**src/bc_sequencer_pkg.sv**
```systemverilog
// Constants and types for the bus-controller message sequencer.
// Assumes a 16-bit shared RAM space and a 3-bit host register index.
package bc_sequencer_pkg;

    // Fixed shared-RAM words of the two map areas
    localparam logic [15:0] AREA_A_SP_ADDR = 16'h0100; // Stack pointer, area A
    localparam logic [15:0] AREA_A_CNT_ADDR = 16'h0101; // Message count, area A
    localparam logic [15:0] AREA_B_SP_ADDR = 16'h0104; // Stack pointer, area B
    localparam logic [15:0] AREA_B_CNT_ADDR = 16'h0105; // Message count, area B

    // Host register indices
    localparam logic [2:0] REG_MASK_IDX = 3'h0; // Interrupt mask, read/write
    localparam logic [2:0] REG_CFG_IDX = 3'h1; // Configuration, read/write
    localparam logic [2:0] REG_START_IDX = 3'h3; // Start/reset, write-only

    // Start/reset register bits
    localparam int START_BIT = 1;
    localparam int RESET_BIT = 0;

    // Configuration register fields
    localparam int CFG_HALT_BIT = 0; // Stop on error
    localparam int CFG_AREA_B_BIT = 1; // Current area: 1 = B
    localparam int CFG_MODE_LSB = 2; // Two-bit mode field
    localparam logic [1:0] MODE_BUS_CONTROLLER = 2'h0; // Value after reset

    // Interrupt mask bits
    localparam int MSK_DONE_BIT = 0;
    localparam int MSK_ERR_BIT = 1;
    localparam int MSK_FRAME_BIT = 2;

    // Block status word layout
    localparam int BSW_BEGIN_BIT = 15; // Message in progress
    localparam int BSW_DONE_BIT = 14; // Message done
    localparam int BSW_ERR_BIT = 12; // Any error

    // Descriptor entry and message block offsets
    localparam logic [7:0] ENTRY_TT_OFS = 8'h01; // Time-tag word
    localparam logic [7:0] ENTRY_BLK_OFS = 8'h03; // Message block address word
    localparam logic [7:0] SP_STEP = 8'h04; // One entry is four words
    localparam logic [7:0] CMD_OFS = 8'h01; // Command word follows control word

    // Control word fields
    localparam int CW_BUS_A_BIT = 7; // 1 = bus A, 0 = bus B
    localparam int CW_RT31_BCAST_BIT = 1; // Terminal 31 is broadcast
    localparam logic [4:0] RT_BROADCAST = 5'h1F;

    // Values
    localparam logic [15:0] COUNT_DONE = 16'hFFFF; // Frame finished
    localparam logic [15:0] TT_UNDRIVEN = 16'hFFFF; // Floating data highway

    // Longest internal memory cycle seen by a waiting host
    localparam int CLK_PERIOD_NS = 10;
    localparam int MEM_WAIT_MAX_NS = 1800;
    localparam logic [7:0] MEM_WAIT_CYCLES = 8'(MEM_WAIT_MAX_NS / CLK_PERIOD_NS);

    // Sequencer states, Gray coded along the message path
    typedef enum logic [3:0] {
        ST_IDLE = 4'h0,
        ST_RD_SP = 4'h1,
        ST_WR_BEGIN = 4'h3,
        ST_WR_TT1 = 4'h2,
        ST_RD_BLK = 4'h6,
        ST_RD_CW = 4'h7,
        ST_RD_CMD = 4'h5,
        ST_XFER = 4'h4,
        ST_RD_SP2 = 4'hC,
        ST_WR_END = 4'hD,
        ST_WR_TT2 = 4'hF,
        ST_WR_SP = 4'hE,
        ST_RD_CNT = 4'hA,
        ST_WR_CNT = 4'hB
    } state_t;

endpackage : bc_sequencer_pkg

```
**src/bc_message_sequencer.sv**
```systemverilog
// Bus-controller message sequencer: walks descriptor entries in shared RAM.
// Assumes an external arbiter that answers each memory request with memAck
// and a protocol engine that pulses xferDone after each 1553 message.
//
// How it works
// - Master clear or reset command resets.
// - Reset zeroes config, mask, block status.
// - Tag enable during start/end tag writes.
// - Tag value goes to the second entry word.
// - Undriven tag bus stores all ones.
// - Reset or mode bits give controller mode.
// - Area pointers/counts at 0100/0101, 0104/0105.
// - Control bit 1 makes terminal 31 broadcast.
// - Halt-on-error stops after current message.
// - Masked events give one low interrupt pulse.
// - Start: pointer, begin flag, tag, block, transfer.
// - End: interrupt, pointer, done flag, tag, increments.
// - After halt, no start; pointer on next.
// - Start/reset write-only: bit1 start, bit0 reset.
// - Host wait bounded; host cycle bounded too.
// - Control bus bit: 1 bus A, 0 B.
// - Count reaching all ones ends the frame.
`timescale 1ns/10ps
module bc_message_sequencer (
    input wire logic clk, // 100 MHz system clock
    input wire logic reset_n, // Synchronous reset
    input wire logic master_clear_n, // Synchronous master clear
    input wire logic hostSel, // Host register select
    input wire logic hostWr, // Host write strobe
    input wire logic hostRd, // Host read strobe
    input wire logic [2:0] hostAddr, // Register index
    input wire logic [15:0] hostWrData, // Write data
    output logic [15:0] hostRdData, // Read data, one cycle after hostRd
    output logic memReq, // Shared RAM request
    output logic memWe, // 1 = write cycle
    output logic [15:0] memAddr, // RAM word address
    output logic [15:0] memWrData, // RAM write data
    input wire logic memAck, // Cycle complete, read data valid
    input wire logic [15:0] memRdData, // RAM read data
    output logic time_tag_enable_n, // Time-tag source drive enable
    input wire logic [15:0] tagBus, // Data highway during a tag cycle
    input wire logic tagBusDriven, // Some source drives the highway
    output logic xferStart, // Begin 1553 transfer, one cycle
    output logic xferBusA, // 1 = bus A
    output logic xferBroadcast, // Message is a broadcast
    output logic [15:0] xferBlockAddr, // Message block address
    input wire logic xferDone, // Transfer complete pulse
    input wire logic [7:0] xferErrBits, // Error bits with xferDone
    output logic intr_n, // Low pulse per masked event
    output logic busy, // Sequencer running
    output logic halted, // Stopped on error
    output logic memFault // Memory cycle overran its limit
);
    // Whole module state
    typedef struct packed {
        bc_sequencer_pkg::state_t state;
        logic [15:0] cfg; // Configuration register
        logic [15:0] mask; // Interrupt mask register
        logic [15:0] bsw; // Block status word
        logic [15:0] sp; // Current stack pointer
        logic [15:0] blk; // Message block address
        logic [15:0] ctrl; // Control word
        logic [15:0] cnt; // Incremented message count
        logic [7:0] errBits; // Errors of the last message
        logic [7:0] waitCnt; // Cycles spent on one memory request
        logic memReq;
        logic memWe;
        logic [15:0] memAddr;
        logic [15:0] memWrData;
        logic [15:0] hostRdData;
        logic time_tag_enable_n_n;
        logic intr_n;
        logic xferStart;
        logic xferBusA;
        logic xferBroadcast;
        logic busy;
        logic halted;
        logic memFault;
    } seq_state_t;

    // Everything zero, active-low strobes released
    localparam seq_state_t ST_RESET = '{state: bc_sequencer_pkg::ST_IDLE, time_tag_enable_n_n: 1'b1,
        intr_n: 1'b1, default: '0};

    seq_state_t s_reg; // Registered state
    seq_state_t s_next; // Next state
    logic softRst; // Reset command written
    logic startCmd; // Start command written
    logic areaB; // Area B selected
    logic [15:0] spAddr; // Current-area pointer word
    logic [15:0] cntAddr; // Current-area count word
    logic anyErr; // Last message had an error
    logic [15:0] addBase [4]; // Adder inputs
    logic [7:0] addStep [4];
    logic [15:0] addSum [4]; // Adder outputs

    // Entry and block offsets and pointer steps, all with page wrap
    always_comb begin
        addBase[0] = s_reg.sp;
        addStep[0] = bc_sequencer_pkg::ENTRY_TT_OFS;
        addBase[1] = s_reg.sp;
        addStep[1] = bc_sequencer_pkg::ENTRY_BLK_OFS;
        addBase[2] = s_reg.sp;
        addStep[2] = bc_sequencer_pkg::SP_STEP;
        addBase[3] = s_reg.blk;
        addStep[3] = bc_sequencer_pkg::CMD_OFS;
    end

    // One adder per offset
    for (genvar i = 0; i < 4; i++) begin : gen_add
        pointer_step pointer_step_inst (
            .base(addBase[i]),
            .step(addStep[i]),
            .sum(addSum[i])
        );
    end

    // Command decode and area selection
    always_comb begin
        softRst = hostSel && hostWr && hostAddr == bc_sequencer_pkg::REG_START_IDX
            && hostWrData[bc_sequencer_pkg::RESET_BIT];
        startCmd = hostSel && hostWr && hostAddr == bc_sequencer_pkg::REG_START_IDX
            && hostWrData[bc_sequencer_pkg::START_BIT];
        areaB = s_reg.cfg[bc_sequencer_pkg::CFG_AREA_B_BIT];
        spAddr = areaB ? bc_sequencer_pkg::AREA_B_SP_ADDR
            : bc_sequencer_pkg::AREA_A_SP_ADDR;
        cntAddr = areaB ? bc_sequencer_pkg::AREA_B_CNT_ADDR
            : bc_sequencer_pkg::AREA_A_CNT_ADDR;
        anyErr = |s_reg.errBits;
    end

    // Next-state logic
    always_comb begin
        s_next = s_reg;
        s_next.xferStart = 1'b0;
        s_next.intr_n = 1'b1;
        // Host register writes; start/reset stores nothing
        if (hostSel && hostWr) begin
            case (hostAddr)
                bc_sequencer_pkg::REG_MASK_IDX: s_next.mask = hostWrData;
                bc_sequencer_pkg::REG_CFG_IDX: s_next.cfg = hostWrData;
                default: ;
            endcase
        end
        // Host reads; write-only and unused indices read zero
        if (hostSel && hostRd) begin
            case (hostAddr)
                bc_sequencer_pkg::REG_MASK_IDX: s_next.hostRdData = s_reg.mask;
                bc_sequencer_pkg::REG_CFG_IDX: s_next.hostRdData = s_reg.cfg;
                default: s_next.hostRdData = 16'h0000;
            endcase
        end
        // Tag word follows the highway each cycle of the tag write
        if (!s_reg.time_tag_enable_n_n) begin
            s_next.memWrData = tagBusDriven ? tagBus
                : bc_sequencer_pkg::TT_UNDRIVEN;
        end
        // Wait counter for the current memory request
        s_next.waitCnt = (s_reg.memReq && !memAck) ? 8'(s_reg.waitCnt + 8'h01) : 8'h00;
        // Main sequence
        case (s_reg.state)
            bc_sequencer_pkg::ST_IDLE: begin
                // Only controller mode starts; a new start clears a halt
                if (startCmd && s_reg.cfg[bc_sequencer_pkg::CFG_MODE_LSB +: 2]
                        == bc_sequencer_pkg::MODE_BUS_CONTROLLER) begin
                    s_next.state = bc_sequencer_pkg::ST_RD_SP;
                    s_next.busy = 1'b1;
                    s_next.halted = 1'b0;
                    s_next.memFault = 1'b0;
                end
            end
            bc_sequencer_pkg::ST_RD_SP: begin
                if (memAck) begin
                    s_next.sp = memRdData;
                    s_next.state = bc_sequencer_pkg::ST_WR_BEGIN;
                end
            end
            bc_sequencer_pkg::ST_WR_BEGIN: begin
                if (memAck) s_next.state = bc_sequencer_pkg::ST_WR_TT1;
            end
            bc_sequencer_pkg::ST_WR_TT1: begin
                if (memAck) s_next.state = bc_sequencer_pkg::ST_RD_BLK;
            end
            bc_sequencer_pkg::ST_RD_BLK: begin
                if (memAck) begin
                    s_next.blk = memRdData;
                    s_next.state = bc_sequencer_pkg::ST_RD_CW;
                end
            end
            bc_sequencer_pkg::ST_RD_CW: begin
                if (memAck) begin
                    s_next.ctrl = memRdData;
                    s_next.state = bc_sequencer_pkg::ST_RD_CMD;
                end
            end
            bc_sequencer_pkg::ST_RD_CMD: begin
                // Command word gives the terminal address
                if (memAck) begin
                    s_next.xferStart = 1'b1;
                    s_next.xferBusA = s_reg.ctrl[bc_sequencer_pkg::CW_BUS_A_BIT];
                    s_next.xferBroadcast = s_reg.ctrl[bc_sequencer_pkg::CW_RT31_BCAST_BIT]
                        && memRdData[15:11] == bc_sequencer_pkg::RT_BROADCAST;
                    s_next.state = bc_sequencer_pkg::ST_XFER;
                end
            end
            bc_sequencer_pkg::ST_XFER: begin
                // Interrupt comes first in the end sequence
                if (xferDone) begin
                    s_next.errBits = xferErrBits;
                    if (|xferErrBits ? s_reg.mask[bc_sequencer_pkg::MSK_ERR_BIT]
                            : s_reg.mask[bc_sequencer_pkg::MSK_DONE_BIT]) begin
                        s_next.intr_n = 1'b0;
                    end
                    s_next.state = bc_sequencer_pkg::ST_RD_SP2;
                end
            end
            bc_sequencer_pkg::ST_RD_SP2: begin
                if (memAck) begin
                    s_next.sp = memRdData;
                    s_next.state = bc_sequencer_pkg::ST_WR_END;
                end
            end
            bc_sequencer_pkg::ST_WR_END: begin
                if (memAck) s_next.state = bc_sequencer_pkg::ST_WR_TT2;
            end
            bc_sequencer_pkg::ST_WR_TT2: begin
                if (memAck) s_next.state = bc_sequencer_pkg::ST_WR_SP;
            end
            bc_sequencer_pkg::ST_WR_SP: begin
                if (memAck) s_next.state = bc_sequencer_pkg::ST_RD_CNT;
            end
            bc_sequencer_pkg::ST_RD_CNT: begin
                if (memAck) begin
                    s_next.cnt = 16'(memRdData + 16'h0001);
                    s_next.state = bc_sequencer_pkg::ST_WR_CNT;
                end
            end
            bc_sequencer_pkg::ST_WR_CNT: begin
                if (memAck) begin
                    if (s_reg.cnt == bc_sequencer_pkg::COUNT_DONE) begin
                        // Whole frame sent
                        s_next.state = bc_sequencer_pkg::ST_IDLE;
                        s_next.busy = 1'b0;
                        s_next.intr_n = !s_reg.mask[bc_sequencer_pkg::MSK_FRAME_BIT];
                    end else if (anyErr && s_reg.cfg[bc_sequencer_pkg::CFG_HALT_BIT]) begin
                        // Pointer already stepped past the failed entry
                        s_next.state = bc_sequencer_pkg::ST_IDLE;
                        s_next.busy = 1'b0;
                        s_next.halted = 1'b1;
                    end else begin
                        s_next.state = bc_sequencer_pkg::ST_RD_SP;
                    end
                end
            end
            default: s_next.state = bc_sequencer_pkg::ST_IDLE;
        endcase
        // A stuck request would hold the host past its wait limit
        if (s_reg.memReq && !memAck
                && s_reg.waitCnt == 8'(bc_sequencer_pkg::MEM_WAIT_CYCLES - 8'h01)) begin
            s_next.state = bc_sequencer_pkg::ST_IDLE;
            s_next.busy = 1'b0;
            s_next.memFault = 1'b1;
            s_next.waitCnt = 8'h00; // Dropped request starts no further count
        end
        // Set up the memory cycle of a newly entered state
        if (s_next.state != s_reg.state) begin
            s_next.memReq = 1'b1;
            s_next.memWe = 1'b0;
            s_next.time_tag_enable_n_n = 1'b1;
            case (s_next.state)
                bc_sequencer_pkg::ST_RD_SP: s_next.memAddr = spAddr;
                bc_sequencer_pkg::ST_RD_SP2: s_next.memAddr = spAddr;
                bc_sequencer_pkg::ST_WR_BEGIN: begin
                    s_next.bsw = 16'h0000;
                    s_next.bsw[bc_sequencer_pkg::BSW_BEGIN_BIT] = 1'b1;
                    s_next.memWe = 1'b1;
                    s_next.memAddr = s_next.sp;
                    s_next.memWrData = s_next.bsw;
                end
                bc_sequencer_pkg::ST_WR_END: begin
                    s_next.bsw = {8'h00, s_reg.errBits};
                    s_next.bsw[bc_sequencer_pkg::BSW_DONE_BIT] = 1'b1;
                    s_next.bsw[bc_sequencer_pkg::BSW_ERR_BIT] = anyErr;
                    s_next.memWe = 1'b1;
                    s_next.memAddr = s_next.sp;
                    s_next.memWrData = s_next.bsw;
                end
                bc_sequencer_pkg::ST_WR_TT1, bc_sequencer_pkg::ST_WR_TT2: begin
                    s_next.time_tag_enable_n_n = 1'b0;
                    s_next.memWe = 1'b1;
                    s_next.memAddr = addSum[0];
                    s_next.memWrData = tagBusDriven ? tagBus : bc_sequencer_pkg::TT_UNDRIVEN;
                end
                bc_sequencer_pkg::ST_RD_BLK: s_next.memAddr = addSum[1];
                bc_sequencer_pkg::ST_RD_CW: s_next.memAddr = s_next.blk;
                bc_sequencer_pkg::ST_RD_CMD: s_next.memAddr = addSum[3];
                bc_sequencer_pkg::ST_WR_SP: begin
                    s_next.memWe = 1'b1;
                    s_next.memAddr = spAddr;
                    s_next.memWrData = addSum[2];
                end
                bc_sequencer_pkg::ST_RD_CNT: s_next.memAddr = cntAddr;
                bc_sequencer_pkg::ST_WR_CNT: begin
                    s_next.memWe = 1'b1;
                    s_next.memAddr = cntAddr;
                    s_next.memWrData = s_next.cnt;
                end
                default: s_next.memReq = 1'b0; // Idle and transfer hold the RAM free
            endcase
        end
        // Either reset source restores power-on state, aborting any transfer
        if (!master_clear_n || softRst) s_next = ST_RESET;
    end

    // State register
    always_ff @(posedge clk) begin
        if (!reset_n) s_reg <= ST_RESET;
        else s_reg <= s_next;
    end

    // Outputs straight from the state register
    assign hostRdData = s_reg.hostRdData;
    assign memReq = s_reg.memReq;
    assign memWe = s_reg.memWe;
    assign memAddr = s_reg.memAddr;
    assign memWrData = s_reg.memWrData;
    assign time_tag_enable_n = s_reg.time_tag_enable_n_n;
    assign xferStart = s_reg.xferStart;
    assign xferBusA = s_reg.xferBusA;
    assign xferBroadcast = s_reg.xferBroadcast;
    assign xferBlockAddr = s_reg.blk;
    assign intr_n = s_reg.intr_n;
    assign busy = s_reg.busy;
    assign halted = s_reg.halted;
    assign memFault = s_reg.memFault;
endmodule : bc_message_sequencer

```
**src/pointer_step.sv**
```systemverilog
// Pointer adder that keeps the high byte and wraps the low byte.
// Assumes pointers never leave their 256-word page.
`timescale 1ns/10ps
module pointer_step (
    input wire logic [15:0] base, // Pointer value
    input wire logic [7:0] step, // Amount to add
    output logic [15:0] sum // High byte kept, low byte wrapped
);
    // High byte is a plain register in the pointer, low byte a counter
    always_comb begin
        sum = {base[15:8], 8'(base[7:0] + step)};
    end
endmodule : pointer_step

```
**config.mk**
```make
export PLATFORM = sky130hd
export DESIGN_NAME = bc_message_sequencer
export DESIGN_NICKNAME = d
export VERILOG_FILES = /design/src/bc_sequencer_pkg.sv /design/src/bc_message_sequencer.sv /design/src/pointer_step.sv
export SDC_FILE = /design/constraint.sdc
export NUM_CORES = 1
export LEC_CHECK = 0
export ABC_AREA = 1
export BUFFER_PORTS_ARGS = -buffer_cell sky130_fd_sc_hd__buf_2
export CAP_MARGIN = 15
export CORE_MARGIN = 4
export CORE_UTILIZATION = 25
export CTS_CLUSTER_SIZE = 20
export DETAILED_ROUTE_END_ITERATION = 16
export PLACE_DENSITY = 0.48
export SLEW_MARGIN = 20
export SYNTH_ARGS = -nofsm -noshare
export SYNTH_HDL_FRONTEND = slang
export SYNTH_HIERARCHICAL = 1
export SYNTH_SLANG_ARGS = --single-unit
```
**constraint.sdc**
```tcl
create_clock -name clk -period 3.15 [get_ports clk]
set_clock_uncertainty 0.1 [all_clocks]
set_input_delay 0.1575 -clock clk [delete_from_list [all_inputs] [get_ports clk]]
set_output_delay 0.1575 -clock clk [all_outputs]
set_load 0.01 [all_outputs]
```
* Yosys cells after proc, flatten, opt, wreduce, memory -nomap -nowiden *
Cells that the tools add are included.

word-level totals
  register bits after elaboration = 166
  input bits = 68
  output and inout bits = 74

cells by class
  $add $sub $neg = 6
  eq/ne operators = 36
  muxes and demuxes = 50
  bitwise operators = 3
  reduce and logical (&&, ||, !) cells = 43

operator list
  cell                   count
  $mux 16                9
  $pmux 16 s7            1
  $pmux 16 s5            1
  $mux 4                 16
  $pmux 4 s14            1
  $eq 4x4->1 const B     12
  $pmux 16 s2            1
  $eq 4x3->1 const B     7
  $add 8x1->8 const B    3
  $add 16x1->16 const B  1
  $eq 16x16->1 const B   1
  $eq 4x2->1 const B     4
  $reduce_or 8->1        2
  $reduce_and 2->1       7
  $mux 1                 13
  $mux 3                 4
  $reduce_or 12->1       1
  $logic_and 1x1->1      10
  $reduce_or 2->1        5
  $reduce_or 3->1        3
  $add 8x2->8 const B    1
  $add 8x3->8 const B    1
  $eq 4x1->1 const B     2
  $eq 8x8->1 const B     1
  other kinds (21)       31

* Logic depth before layout (Yosys ltp) *
Gate-level depths: netlist of run 1.

  depth in word-level cells = 11
  mapped depth = 20
  mapped depth without buffers = 19

* Cells and area by module *
The synthesis of run 1 kept the hierarchy.

by module, submodules not included
  module                                            times used  cells an instance  area an instance (um^2)
  bc_message_sequencer                              1           1313               8627.0
  pointer_step at gen_add[0].pointer_step_inst ...  3           68                 435.4
  pointer_step at gen_add[3].pointer_step_inst      1           62                 384.1

* Worst setup path after synthesis of run 1 *
OpenSTA, ideal clock, no wires.

  path type = register to register
  start = register s_reg[58] (netlist bit)
  end = register s_reg, in the netlist memWrData[10]
  library setup time = 0.113 ns
  data arrival time = 2.094 ns
  slack = 0.843 ns
  stages on the path, launching flop included = 16
  buffers on the path = 1
  clock period less this slack = 2.307 ns
  path through = dfxtp_1 ha_1 inv_1 nor2_1 nand4_2 inv_1 nor2_8 nand4_1 inv_2 nor3_2 nand3_1 nand2_2 buf_2 nand2_1 nand2_1 nor2_1

between the ends
  word-level cells in the longest chain between the ends = 7

RTL lines
  what                                             line                         source
  start: declaration                               bc_message_sequencer.sv:85   seq_state_t s_reg;
  start signal: assignment                         bc_message_sequencer.sv:318  else s_reg <= s_next;
  $eq 8x8->1 *                                     bc_message_sequencer.sv:259  && s_reg.waitCnt == 8'(bc_sequencer_pkg::MEM_WAIT_CYCLES - 8'h01)) begin
  $logic_and 1x1->1 *                              bc_message_sequencer.sv:259
  $mux 4 *                                         bc_message_sequencer.sv:258  if (s_reg.memReq && !memAck
  $eq 4x2->1 / $eq 4x4->1 (equally long branches)  bc_message_sequencer.sv:270  case (s_next.state)
  $reduce_or 2->1                                  bc_message_sequencer.sv:270
  $pmux 16 s5                                      bc_message_sequencer.sv:270
  $mux 16 *                                        bc_message_sequencer.sv:266  if (s_next.state != s_reg.state) begin

Every way passes the cells marked *; elsewhere a longest branch is shown, timed or not.
A chain may end at the register's enable or synchronous reset.

* Final worst setup path of run 1 *
  start = register s_reg[58] (netlist bit)
  end = register s_reg, in the netlist memAddr[5]

between the ends
  word-level cells in the longest chain between the ends = 7

RTL lines
  what                                                     line
  $eq 8x8->1 *                                             bc_message_sequencer.sv:259
  $logic_and 1x1->1 *                                      bc_message_sequencer.sv:259
  $mux 4 *                                                 bc_message_sequencer.sv:258
  $eq 4x4->1, or another cell as far along                 bc_message_sequencer.sv:270
  $reduce_or 3->1 (no line), or another cell as far along  -
  $reduce_bool 7->1 (no line)                              -
  $reduce_and 2->1 (no line)                               -

Marked as above.

==> results of run 1 <==
## kinds of logic (layout without fill, tap and decap cells)
group | count (synthesis) | count (layout) | synth area share [%]
adders and majority gates | 34 | 34 | 4.41
buffers and inverters | 303 | 375 | 15.0
muxes | 3 | 3 | 0.291
AOI/OAI and AO/OA | 238 | 238 | 13.1
DFF | 160 | 160 | 31.0
and+or+nand+nor | 815 | 815 | 33.5
xor gates and xnor gates | 24 | 24 | 2.58
other | 2 | 36 | 0.0728
## final timing paths
kind | start | end | slack, ns | cells past startpoint
max | s_reg[58] | memAddr[5] | 0.36 | 13
min reg2reg | s_reg[177] | s_reg[177] | 0.36 | 2
min | memRdData[14] | xferBlockAddr[14] | 0.03 | 3
max reg2reg | s_reg[58] | memAddr[5] | 0.36 | 13
## layout make-up
| class | instances | area, um^2 |
|---|---|---|
| well taps | 532 | 666 |
| fillers | 4534 | 28900 |
| clock buffers | 18 | 429 |
| multi-input cells | 1150 | 5700 |
| clock inverters | 14 | 214 |
| repair buffers | 189 | 1140 |
| inverters | 154 | 581 |
| flip-flops and latches | 160 | 3200 |
## metal layers
metal,up-vias,routed length [um]
met4,2,493
met3,30,1590
met2,215,14200
met5,-,17
met1,4460,16700
li1,5116,-
## power breakdown
| group | switching (W) | internal, W |
|---|---|---|
| Clock | 0.000918 | 0.00141 |
| Combinational | 0.000207 | 0.000121 |
| Sequential | 0.00000523 | 0.00203 |
| Total | 0.00113 | 0.00356 |
## synthesized netlist by cell type, drive strengths merged (2+ instances only)
master and count:
o22ai 2, o211ai 14, nand2 489, o221ai 4
mux2i 3, or2 10, fa 4, dfxtp 160
o21ai 93, clkinv 6, ha 30, buf 119
nor4 2, nor3 11, conb 2, clkbuf 30
nor2 205, nand4 28, a31oi 18, nand3 66
xnor2 17, inv 148, a21oi 93, a22oi 7
nand3b 4, xor2 7
## critical path, stage by stage, from the launching register on
cell,delay (ns)
dfxtp_1,0.39
ha_1,0.19
inv_1,0.05
nor2_1,0.14
nand4_2,0.28
nand2_1,0.26
nor2_2,0.09
nand3_1,0.10
nand2_2,0.20
nor2_4,0.43
nand3_1,0.16
nand2_1,0.13
nand2_1,0.07
a21oi_1,0.12
## what timing repair did
item,4_1_cts,5_1_grt
endpoints found under the hold margin,45,0
setup buffers,0,1
setup endpoints to repair,0,32
resized for setup,0,4
hold buffers,29,0
## cell usage in the layout (no fill, tap or decap), drive strengths merged
| cell type | instances |
|---|---|
| nand4 | 28 |
| a2bb2oi | 1 |
| nand3 | 66 |
| o32ai | 1 |
| o21a | 1 |
| xnor2 | 17 |
| or2 | 10 |
| conb | 36 |
| nand2 | 489 |
| nor4 | 2 |
| mux2i | 3 |
| nor2 | 205 |
| o221ai | 4 |
| o211ai | 14 |
| o21ai | 93 |
| o21bai | 1 |
| buf | 160 |
| a21oi | 93 |
| clkinvlp | 3 |
| dfxtp | 160 |
| ha | 30 |
| a22oi | 7 |
| bufinv | 5 |
| a211oi | 1 |
| a31oi | 18 |
| o31ai | 1 |
| o22ai | 2 |
| inv | 150 |
| a21boi | 1 |
| nand3b | 4 |
| fa | 4 |
| xor2 | 7 |
| clkbuf | 18 |
| clkinv | 10 |
| nor3 | 11 |
| dlygate4sd3 | 29 |
## through the flow
stage	worst slack (ns)	total power (W)
floorplan	0.843	0.00226
global placement	0.206	0.00238
detailed placement	0.178	0.00238
CTS	0.157	0.00475
global route	0.000489	0.00487
finish	0.358	0.00469
==> flow_metrics.py, run 1 <==
metrics = {
    "outcome": {
        "outcome": "complete, no violations",
    },
    "layout": {
        "stdcell_count": 2217,
        "largest_reg_flops": 69,
        "design_area_mm2": 0.0119,
        "nNetsFinal": 1774,
        "post-route-util_pct": 29.2,
        "area_growth_pct": 15.7,
        "antennaDiodeCount": 0,
        "drive_gt1_share_pct": 15.3,
    },
    "floorplan": {
        "start_util_pct": 25.3,
        "num_rows": 74,
        "die_h_um": 211,
        "io-pin-count": 142,
        "core-area_mm2": 0.0408,
        "die_w_um": 211,
        "die-area_mm2": 0.0446,
    },
    "detailed_routing": {
        "postRouteAntennaNets": 0,
        "drt-vias-per-instance": 4.43,
        "vias": 9823,
        "wl_per_cell_um": 14.9,
        "drt_iter0_drc": 634,
        "firstDrtPassIters": 5,
        "drc": 0,
        "wirelength_um": 33000,
    },
    "clock_tree": {
        "clock_path_buffers": 2,
        "cts_tree": "done",
        "cts_sinks": 160,
        "cts_buffers": 17,
        "htreeDepth": 4,
        "clk_latency_ns": 0.45,
        "clockRootBuffer": "clkbuf_16",
        "clkSlewWorstSetupHoldPaths_ns": 0.06,
    },
    "timing": {
        "fin_tns_setup_ns": 0,
        "rsz0062_at_grt": "no",
        "slew_viol_final": 0,
        "holdWs_ns": 0.0276,
        "tightest_slew_ns": 0.922,
        "hold_violations": 0,
        "fin_crit_sh_pct": 88.6,
        "relSlewSlack_pct": 38.5,
        "finalSetupViolations": 0,
        "fin_crit_ns": 2.79,
        "max_freq_ghz": 0.358,
    },
    "power_and_ir_drop": {
        "p_leak_nw": 5.34,
        "ir_drop_mv": 0.388,
        "p_per_area_mw_per_mm2": 393,
    },
    "grt": {
        "globalRouteMet1Util_pct": 22.0,
        "grt_max_degree": 57,
        "grtUsageTotal_pct": 14.8,
        "overflow": 0,
        "grt_use_met2_pct": 22.1,
        "busiest_layer": "met2",
        "antenna_found_initial": 1,
        "grt_pass1_vias": 9351,
        "grt_pass1_wl_um": 52500,
        "met3_usage_pct": 2.64,
    },
    "logic_synthesis": {
        "avgSynthCellArea_um2": 6.53,
        "synth.distinct_cells": 54,
        "synth-seq-cells": 160,
        "syn_area_mm2": 0.0103,
        "ys_top_cells_by_area": "dfxtp_1 31%, nand2_1 17%, buf_4 7.3%",
        "synth_top_area_share_pct": 31.0,
        "synth_seq_area_share_pct": 31.0,
        "synth.largest_area_cell": "dfxtp_1",
        "synth-main-ff-cell": "dfxtp_1",
        "synth_edf_count": 0,
        "yosysWarnings": 6,
        "syn_inst": 1579,
        "async_reset_ff_share_pct": 0,
    },
    "worst_setup_path": {
        "critPathLaunchType": "register",
        "worstPathArrival_ns": 3.06,
        "setup.worst_path.class": "reg2reg",
        "worst_setup_path_end_kind": "register",
        "critical_path.max_fanout": 18,
        "crit_required_ns": 3.42,
    },
    "place": {
        "gp_congestion": 0.865,
        "dp_hpwl_um": 25600,
        "placed_area_mm2": 0.0110,
        "placedCellCount": 2155,
        "portBuffers": 141,
    },
    "worst_hold_path": {
        "hold_path.class": "in2reg",
    },
    "job": {
        "maxCapViolations": 0,
    },
}
Power figures use the tool's default switching activity.
==> run 2: changes to the inputs <==
--- a/config.mk
+++ b/config.mk
@@ -12,6 +12,7 @@
 export CORE_UTILIZATION = 25
 export CTS_CLUSTER_SIZE = 20
 export DETAILED_ROUTE_END_ITERATION = 16
+export HOLD_SLACK_MARGIN = 0.12
 export PLACE_DENSITY = 0.48
 export SLEW_MARGIN = 20
 export SYNTH_ARGS = -nofsm -noshare
==> run 2 against run 1 <==
  * Final area grew 2.8%
  * Maximum frequency shrank 2.3%
  * Sequential share of layout area shrank 0.73 points
  * Wire length grew 0.47%
  * Register-to-register slack is essentially flat
  * Worst setup slack lost 0.067 ns
  * Sequential power is essentially flat
  * Final cell count grew 1.5%
  * Critical path depth grew 1
  * Combinational power grew 8.8%
  * Via count grew 1.2%
  * Worst hold slack gained 0.13 ns
  * Largest power group unchanged
==> flow_metrics.py, run 2 (synthesis gave the netlist of run 1 again) <==
metrics = {
    "outcome": {
        "outcome": "complete, no violations",
    },
    "worst_setup_path": {
        "r2r_slack_ns": 0.36,
        "crit-reg2reg-launch": "s_reg[58]",
        "worstPathArrival_ns": 3.10,
        "critical_path.max_fanout": 4,
        "worst_setup_path_end_kind": "register",
        "crit_required_ns": 3.39,
        "setup.worst_path.class": "in2reg",
        "ff2ff_path_depth": 14,
        "r2r-end": "memAddr[2]",
        "startpoint": "memRdData[1]",
        "critPathLaunchType": "primary input",
    },
    "timing": {
        "fin_crit_ns": 2.86,
        "rsz0062_at_grt": "no",
        "max_freq_ghz": 0.350,
        "slew_viol_final": 0,
        "tightest_slew_ns": 0.918,
        "fin_crit_sh_pct": 90.8,
        "relSlewSlack_pct": 38.7,
        "finalSetupViolations": 0,
        "hold_violations": 0,
        "fin_tns_setup_ns": 0,
    },
    "detailed_routing": {
        "drc": 0,
        "routed-wl-met3_um": 1470,
        "drt-met1-wl_um": 16900,
        "drt-vias-per-instance": 4.42,
        "wirelength_um": 33200,
        "postRouteAntennaNets": 0,
        "wl_per_cell_um": 14.7,
        "top_layer_used": "met5",
        "wl_met2_um": 14300,
        "vias": 9938,
        "drt_iter0_drc": 704,
        "firstDrtPassIters": 5,
    },
    "floorplan": {
        "die-area_mm2": 0.0446,
        "io-pin-count": 142,
        "num_rows": 74,
        "core-area_mm2": 0.0408,
        "die_w_um": 211,
        "die_h_um": 211,
        "start_util_pct": 25.3,
    },
    "worst_hold_path": {
        "min_to": "busy",
        "min_from": "hostAddr[1]",
        "hold_path.class": "in2reg",
        "min_path_cells": 6,
    },
    "power_and_ir_drop": {
        "ir_drop_mv": 0.388,
        "p_per_area_mw_per_mm2": 384,
        "p_leak_nw": 5.47,
    },
    "grt": {
        "grt_pass1_vias": 9462,
        "grt_max_degree": 57,
        "overflow": 0,
        "grt_pass1_wl_um": 52800,
        "grtUsageTotal_pct": 14.9,
        "antenna_found_initial": 1,
    },
    "clock_tree": {
        "clock_path_buffers": 2,
        "cts_tree": "done",
        "clk_latency_ns": 0.45,
        "clockRootBuffer": "clkbuf_16",
        "clkSlewWorstSetupHoldPaths_ns": 0.07,
        "htreeDepth": 4,
        "cts_buffers": 17,
        "cts_sinks": 160,
    },
    "place": {
        "placedCellCount": 2155,
        "gp_congestion": 0.865,
        "dp_hpwl_um": 25600,
        "portBuffers": 141,
    },
    "layout": {
        "stdcell_count": 2250,
        "area_growth_pct": 18.9,
        "regArea_mm2": 0.00320,
        "final_common_cell": "nand2_1",
        "largest_reg_flops": 69,
        "antennaDiodeCount": 0,
        "fillerInstances": 4513,
        "drive_gt1_share_pct": 15.0,
        "final_cell_mix": "475 x nand2_1, 191 x nor2_1, 159 x dfxtp_1, 141 x buf_2, 135 x inv_1",
        "multiInputGateArea_mm2": 0.00570,
        "nNetsFinal": 1807,
    },
    "job": {
        "maxCapViolations": 0,
    },
}
## run 2: cell type report
cell class                 instances  area share, %
tap                              532           5.43
inverter                         154           4.73
clock inverter                    14           1.74
sequential                       160           26.1
multi-input combinational       1150           46.5
clock buffer                      18           3.50
timing repair buffer             222           12.0
## run 2: worst max-delay path by stage
stage                         end  slack, ns  depth (start not counted)
floorplan           memWrData[10]       0.84                         15
global placement       memAddr[2]       0.21                         17
detailed placement     memAddr[2]       0.18                         17
CTS                    memAddr[2]       0.16                         17
global route           memAddr[5]     0.0005                         13
finish              memWrData[11]       0.29                         14
## run 2: critical path, cell delays in order
cell           delay [ns]
dlygate4sd3_1        0.54
buf_2                0.18
nand3_1              0.14
nor2_1               0.24
nand2_1              0.14
nor3_2               0.19
nand2_1              0.12
nor2_1               0.13
nand3_1              0.08
dlygate4sd3_1        0.56
a31oi_1              0.27
o211ai_1             0.15
nor2_1               0.14
nor2_1               0.06
## run 2: power by group
group	switching, W	internal (W)	leakage (nW)
sequential	0.00000521	0.00203	1.29
clock	0.000915	0.00141	0.306
combinational	0.000211	0.000146	3.88
## run 2: per-layer routing
| metal | track usage, % | vias to the layer above |
|---|---|---|
| met4 | 3.96 | 2 |
| met1 | 22.1 | 4518 |
| met2 | 22.3 | 204 |
| met3 | 2.54 | 30 |
| met5 | 0 | - |
| li1 | - | 5184 |
## run 2: what timing repair did
action                                  in CTS  in global routing
endpoints found under the setup margin       0                 32
hold endpoints to repair                    84                  0
setup buffers                                0                  1
hold buffers                                62                  0
gates resized for setup                      0                  5
## run 2: per-stage QoR
step / instance area, um^2 / setup slack, ns / hold slack, ns / utilization [%] / power (W)
final: 12300 / 0.291 / 0.161 / 30.0 / 0.00472
after global routing: 12300 / 0.000494 / 0.199 / 30.0 / 0.00491
after CTS: 12300 / 0.157 / 0.144 / 30.0 / 0.00478
after detailed placement: 11000 / 0.178 / 0.331 / 26.9 / 0.00238
after global placement: 11000 / 0.206 / 0.326 / 26.9 / 0.00238
after floorplan: 10400 / 0.843 / 0.205 / - / 0.00226
==> run 3: changes to the inputs <==
--- a/config.mk
+++ b/config.mk
@@ -8,12 +8,13 @@
 export ABC_AREA = 1
 export BUFFER_PORTS_ARGS = -buffer_cell sky130_fd_sc_hd__buf_2
 export CAP_MARGIN = 15
+export CORE_ASPECT_RATIO = 1.2
 export CORE_MARGIN = 4
 export CORE_UTILIZATION = 25
 export CTS_CLUSTER_SIZE = 20
 export DETAILED_ROUTE_END_ITERATION = 16
 export HOLD_SLACK_MARGIN = 0.12
-export PLACE_DENSITY = 0.48
+export PLACE_DENSITY = 0.39
 export SLEW_MARGIN = 20
 export SYNTH_ARGS = -nofsm -noshare
 export SYNTH_HDL_FRONTEND = slang
==> run 3 against run 2 <==
  * Count of clock-buffer cells in the layout did not move
  * Maximum frequency rose by 2.7%
  * Largest power group unchanged
  * Final area rose by 0.40%
  * Combinational power rose by 2%
  * Wire length rose by 12%
  * Non-clock buffer count rose by 8
  * Total power fell by 4.4%
  * Register-to-register slack improved by 0.02 ns
  * Global-route usage rose by 1.7 points
  * Sequential power barely moved
  * Final cell count rose by 0.67%
==> flow_metrics.py, run 3 (synthesis gave the netlist of run 1 again) <==
metrics = {
    "timing": {
        "rsz0062_at_grt": "no",
        "tightest_slew_ns": 0.917,
        "relSlewSlack_pct": 38.8,
        "fin_tns_setup_ns": 0,
        "fin_crit_sh_pct": 88.4,
        "slew_viol_final": 0,
        "fin_crit_ns": 2.78,
        "finalSetupViolations": 0,
        "max_freq_ghz": 0.359,
        "hold_violations": 0,
    },
    "clock_tree": {
        "cts_tree": "done",
        "cts_setup_buffers": 0,
        "clock_path_buffers": 2,
        "htreeDepth": 4,
        "cts_buffers": 17,
        "clkSlewWorstSetupHoldPaths_ns": 0.08,
        "cts_sinks": 160,
        "clk_latency_ns": 0.47,
        "clockRootBuffer": "clkbuf_16",
    },
    "power_and_ir_drop": {
        "power.share.clock_pct": 46.7,
        "swShare_pct": 27.9,
        "seqPwrFrac_pct": 45.2,
        "ir_drop_mv": 0.389,
        "p_per_area_mw_per_mm2": 366,
        "p_leak_nw": 5.53,
        "net-switching-power_w": 0.00126,
        "intPower_w": 0.00325,
        "p_comb_share_pct": 8.1,
    },
    "detailed_routing": {
        "wirelength_um": 37100,
        "wl_per_cell_um": 16.4,
        "vias": 10100,
        "drt_iter0_drc": 501,
        "postRouteAntennaNets": 0,
        "drt-vias-per-instance": 4.45,
        "drc": 0,
        "firstDrtPassIters": 5,
    },
    "layout": {
        "multiInputGateArea_mm2": 0.00570,
        "fillerInstances": 4584,
        "antennaDiodeCount": 0,
        "drive_gt1_share_pct": 15.1,
        "nNetsFinal": 1815,
        "stdcell_count": 2265,
        "largest_reg_flops": 69,
        "final_common_cell": "nand2_1",
        "final_cell_mix": "475 x nand2_1, 191 x nor2_1, 158 x dfxtp_1, 141 x buf_2, 136 x inv_1",
        "regArea_mm2": 0.00321,
        "area_growth_pct": 19.4,
    },
    "grt": {
        "overflow": 0,
        "antenna_found_initial": 0,
        "grt_pass1_wl_um": 57600,
        "grtUsageTotal_pct": 16.6,
        "grt_max_degree": 46,
        "grt_pass1_vias": 9754,
    },
    "place": {
        "gp_congestion": 0.857,
        "placedCellCount": 2166,
        "portBuffers": 141,
        "dp_hpwl_um": 28600,
    },
    "floorplan": {
        "die_w_um": 193,
        "die-area_mm2": 0.0446,
        "core-area_mm2": 0.0407,
        "num_rows": 81,
        "die_h_um": 231,
        "start_util_pct": 25.3,
        "io-pin-count": 142,
    },
    "worst_setup_path": {
        "r2r-end": "memAddr[2]",
        "critPathLaunchType": "primary input",
        "crit-reg2reg-launch": "s_reg[188]",
        "worstPathArrival_ns": 3.04,
        "ff2ff_path_depth": 18,
        "crit_required_ns": 3.41,
        "setup.worst_path.class": "in2reg",
        "r2r_slack_ns": 0.38,
        "worst_setup_path_end_kind": "register",
        "critical_path.max_fanout": 45,
    },
    "worst_hold_path": {
        "min_to": "xferBlockAddr[4]",
        "min_from": "memRdData[4]",
        "min_path_cells": 5,
        "hold_path.class": "in2reg",
    },
    "job": {
        "maxCapViolations": 0,
    },
    "outcome": {
        "outcome": "complete, no violations",
    },
}
-- run 3: cell count changes in the layout (fill, tap and decap cells not counted), sizes merged --
| cell | delta |
|---|---|
| clkinvlp | -2 |
| dlygate4sd3 | +5 |
| buf | +3 |
| bufinv | -5 |
| inv | +5 |
| clkinv | +2 |
-- run 3: stage by stage --
step	cell area (um^2)	hold slack, ns	util, %	setup slack (ns)	total power [W]
2_1_floorplan	10400	0.205	-	0.843	0.00226
3_3_place_gp	11100	0.327	27.2	0.256	0.00240
3_5_place_dp	11100	0.326	27.2	0.266	0.00239
4_1_cts	12300	0.122	30.2	0.256	0.00460
5_1_grt	12300	0.194	30.2	0.0436	0.00468
6_report	12300	0.153	30.2	0.366	0.00451
-- run 3: worst max-delay path by stage --
stage / start / end / slack (ns) / depth (start not counted)
after global placement: s_reg[189] / memAddr[2] / 0.26 / 17
after detailed placement: s_reg[189] / memAddr[2] / 0.27 / 17
final: hostAddr[0] / s_reg[71] / 0.37 / 9
after global routing: s_reg[188] / memAddr[2] / 0.04 / 18
after CTS: s_reg[187] / memAddr[2] / 0.26 / 17
after floorplan: s_reg[58] / memWrData[10] / 0.84 / 15
-- run 3: per-layer routing --
metal / share of wire, % / track usage [%] / routed length [um] / up-vias
li1: - / - / - / 5193
met1: 46 / 21.2 / 16900 / 4626
met2: 49 / 28.9 / 18200 / 213
met3: 3.5 / 2.85 / 1310 / 44
met4: 1.9 / 4.65 / 703 / 0
met5: 0 / 0 / 0 / -
-- run 3: area by class of cell --
class | count | share of cell area [%]
Clock buffer | 18 | 3.57
Clock inverter | 14 | 1.16
Inverter | 154 | 4.70
Multi-Input combinational cell | 1150 | 46.3
Sequential cell | 160 | 26.0
Tap cell | 539 | 5.47
Timing Repair Buffer | 230 | 12.8
-- run 3: power by group through the flow --
stage          Combinational [W]  Clock [W]  Sequential [W]
2_1_floorplan           0.000183          0         0.00208
3_3_place_gp            0.000312          0         0.00208
3_5_place_dp            0.000311          0         0.00208
4_1_cts                 0.000369    0.00219         0.00204
5_1_grt                 0.000411    0.00224         0.00204
6_report                0.000365    0.00211         0.00204
-- run 3: timing repair --
| item | 4_1_cts | 5_1_grt |
|---|---|---|
| gates resized for setup | 0 | 2 |
| hold buffers | 67 | 0 |
| endpoints found under the hold margin | 87 | 0 |
| setup endpoints to repair | 0 | 3 |
-- run 3: worst max-delay path, stage by stage --
cell	delay, ns
dlygate4sd3_1	0.54
buf_2	0.13
nand2_1	0.05
nor3_1	0.38
nand2_1	0.18
nand2_4	0.39
buf_4	0.53
a21oi_1	0.08
dlygate4sd3_1	0.58
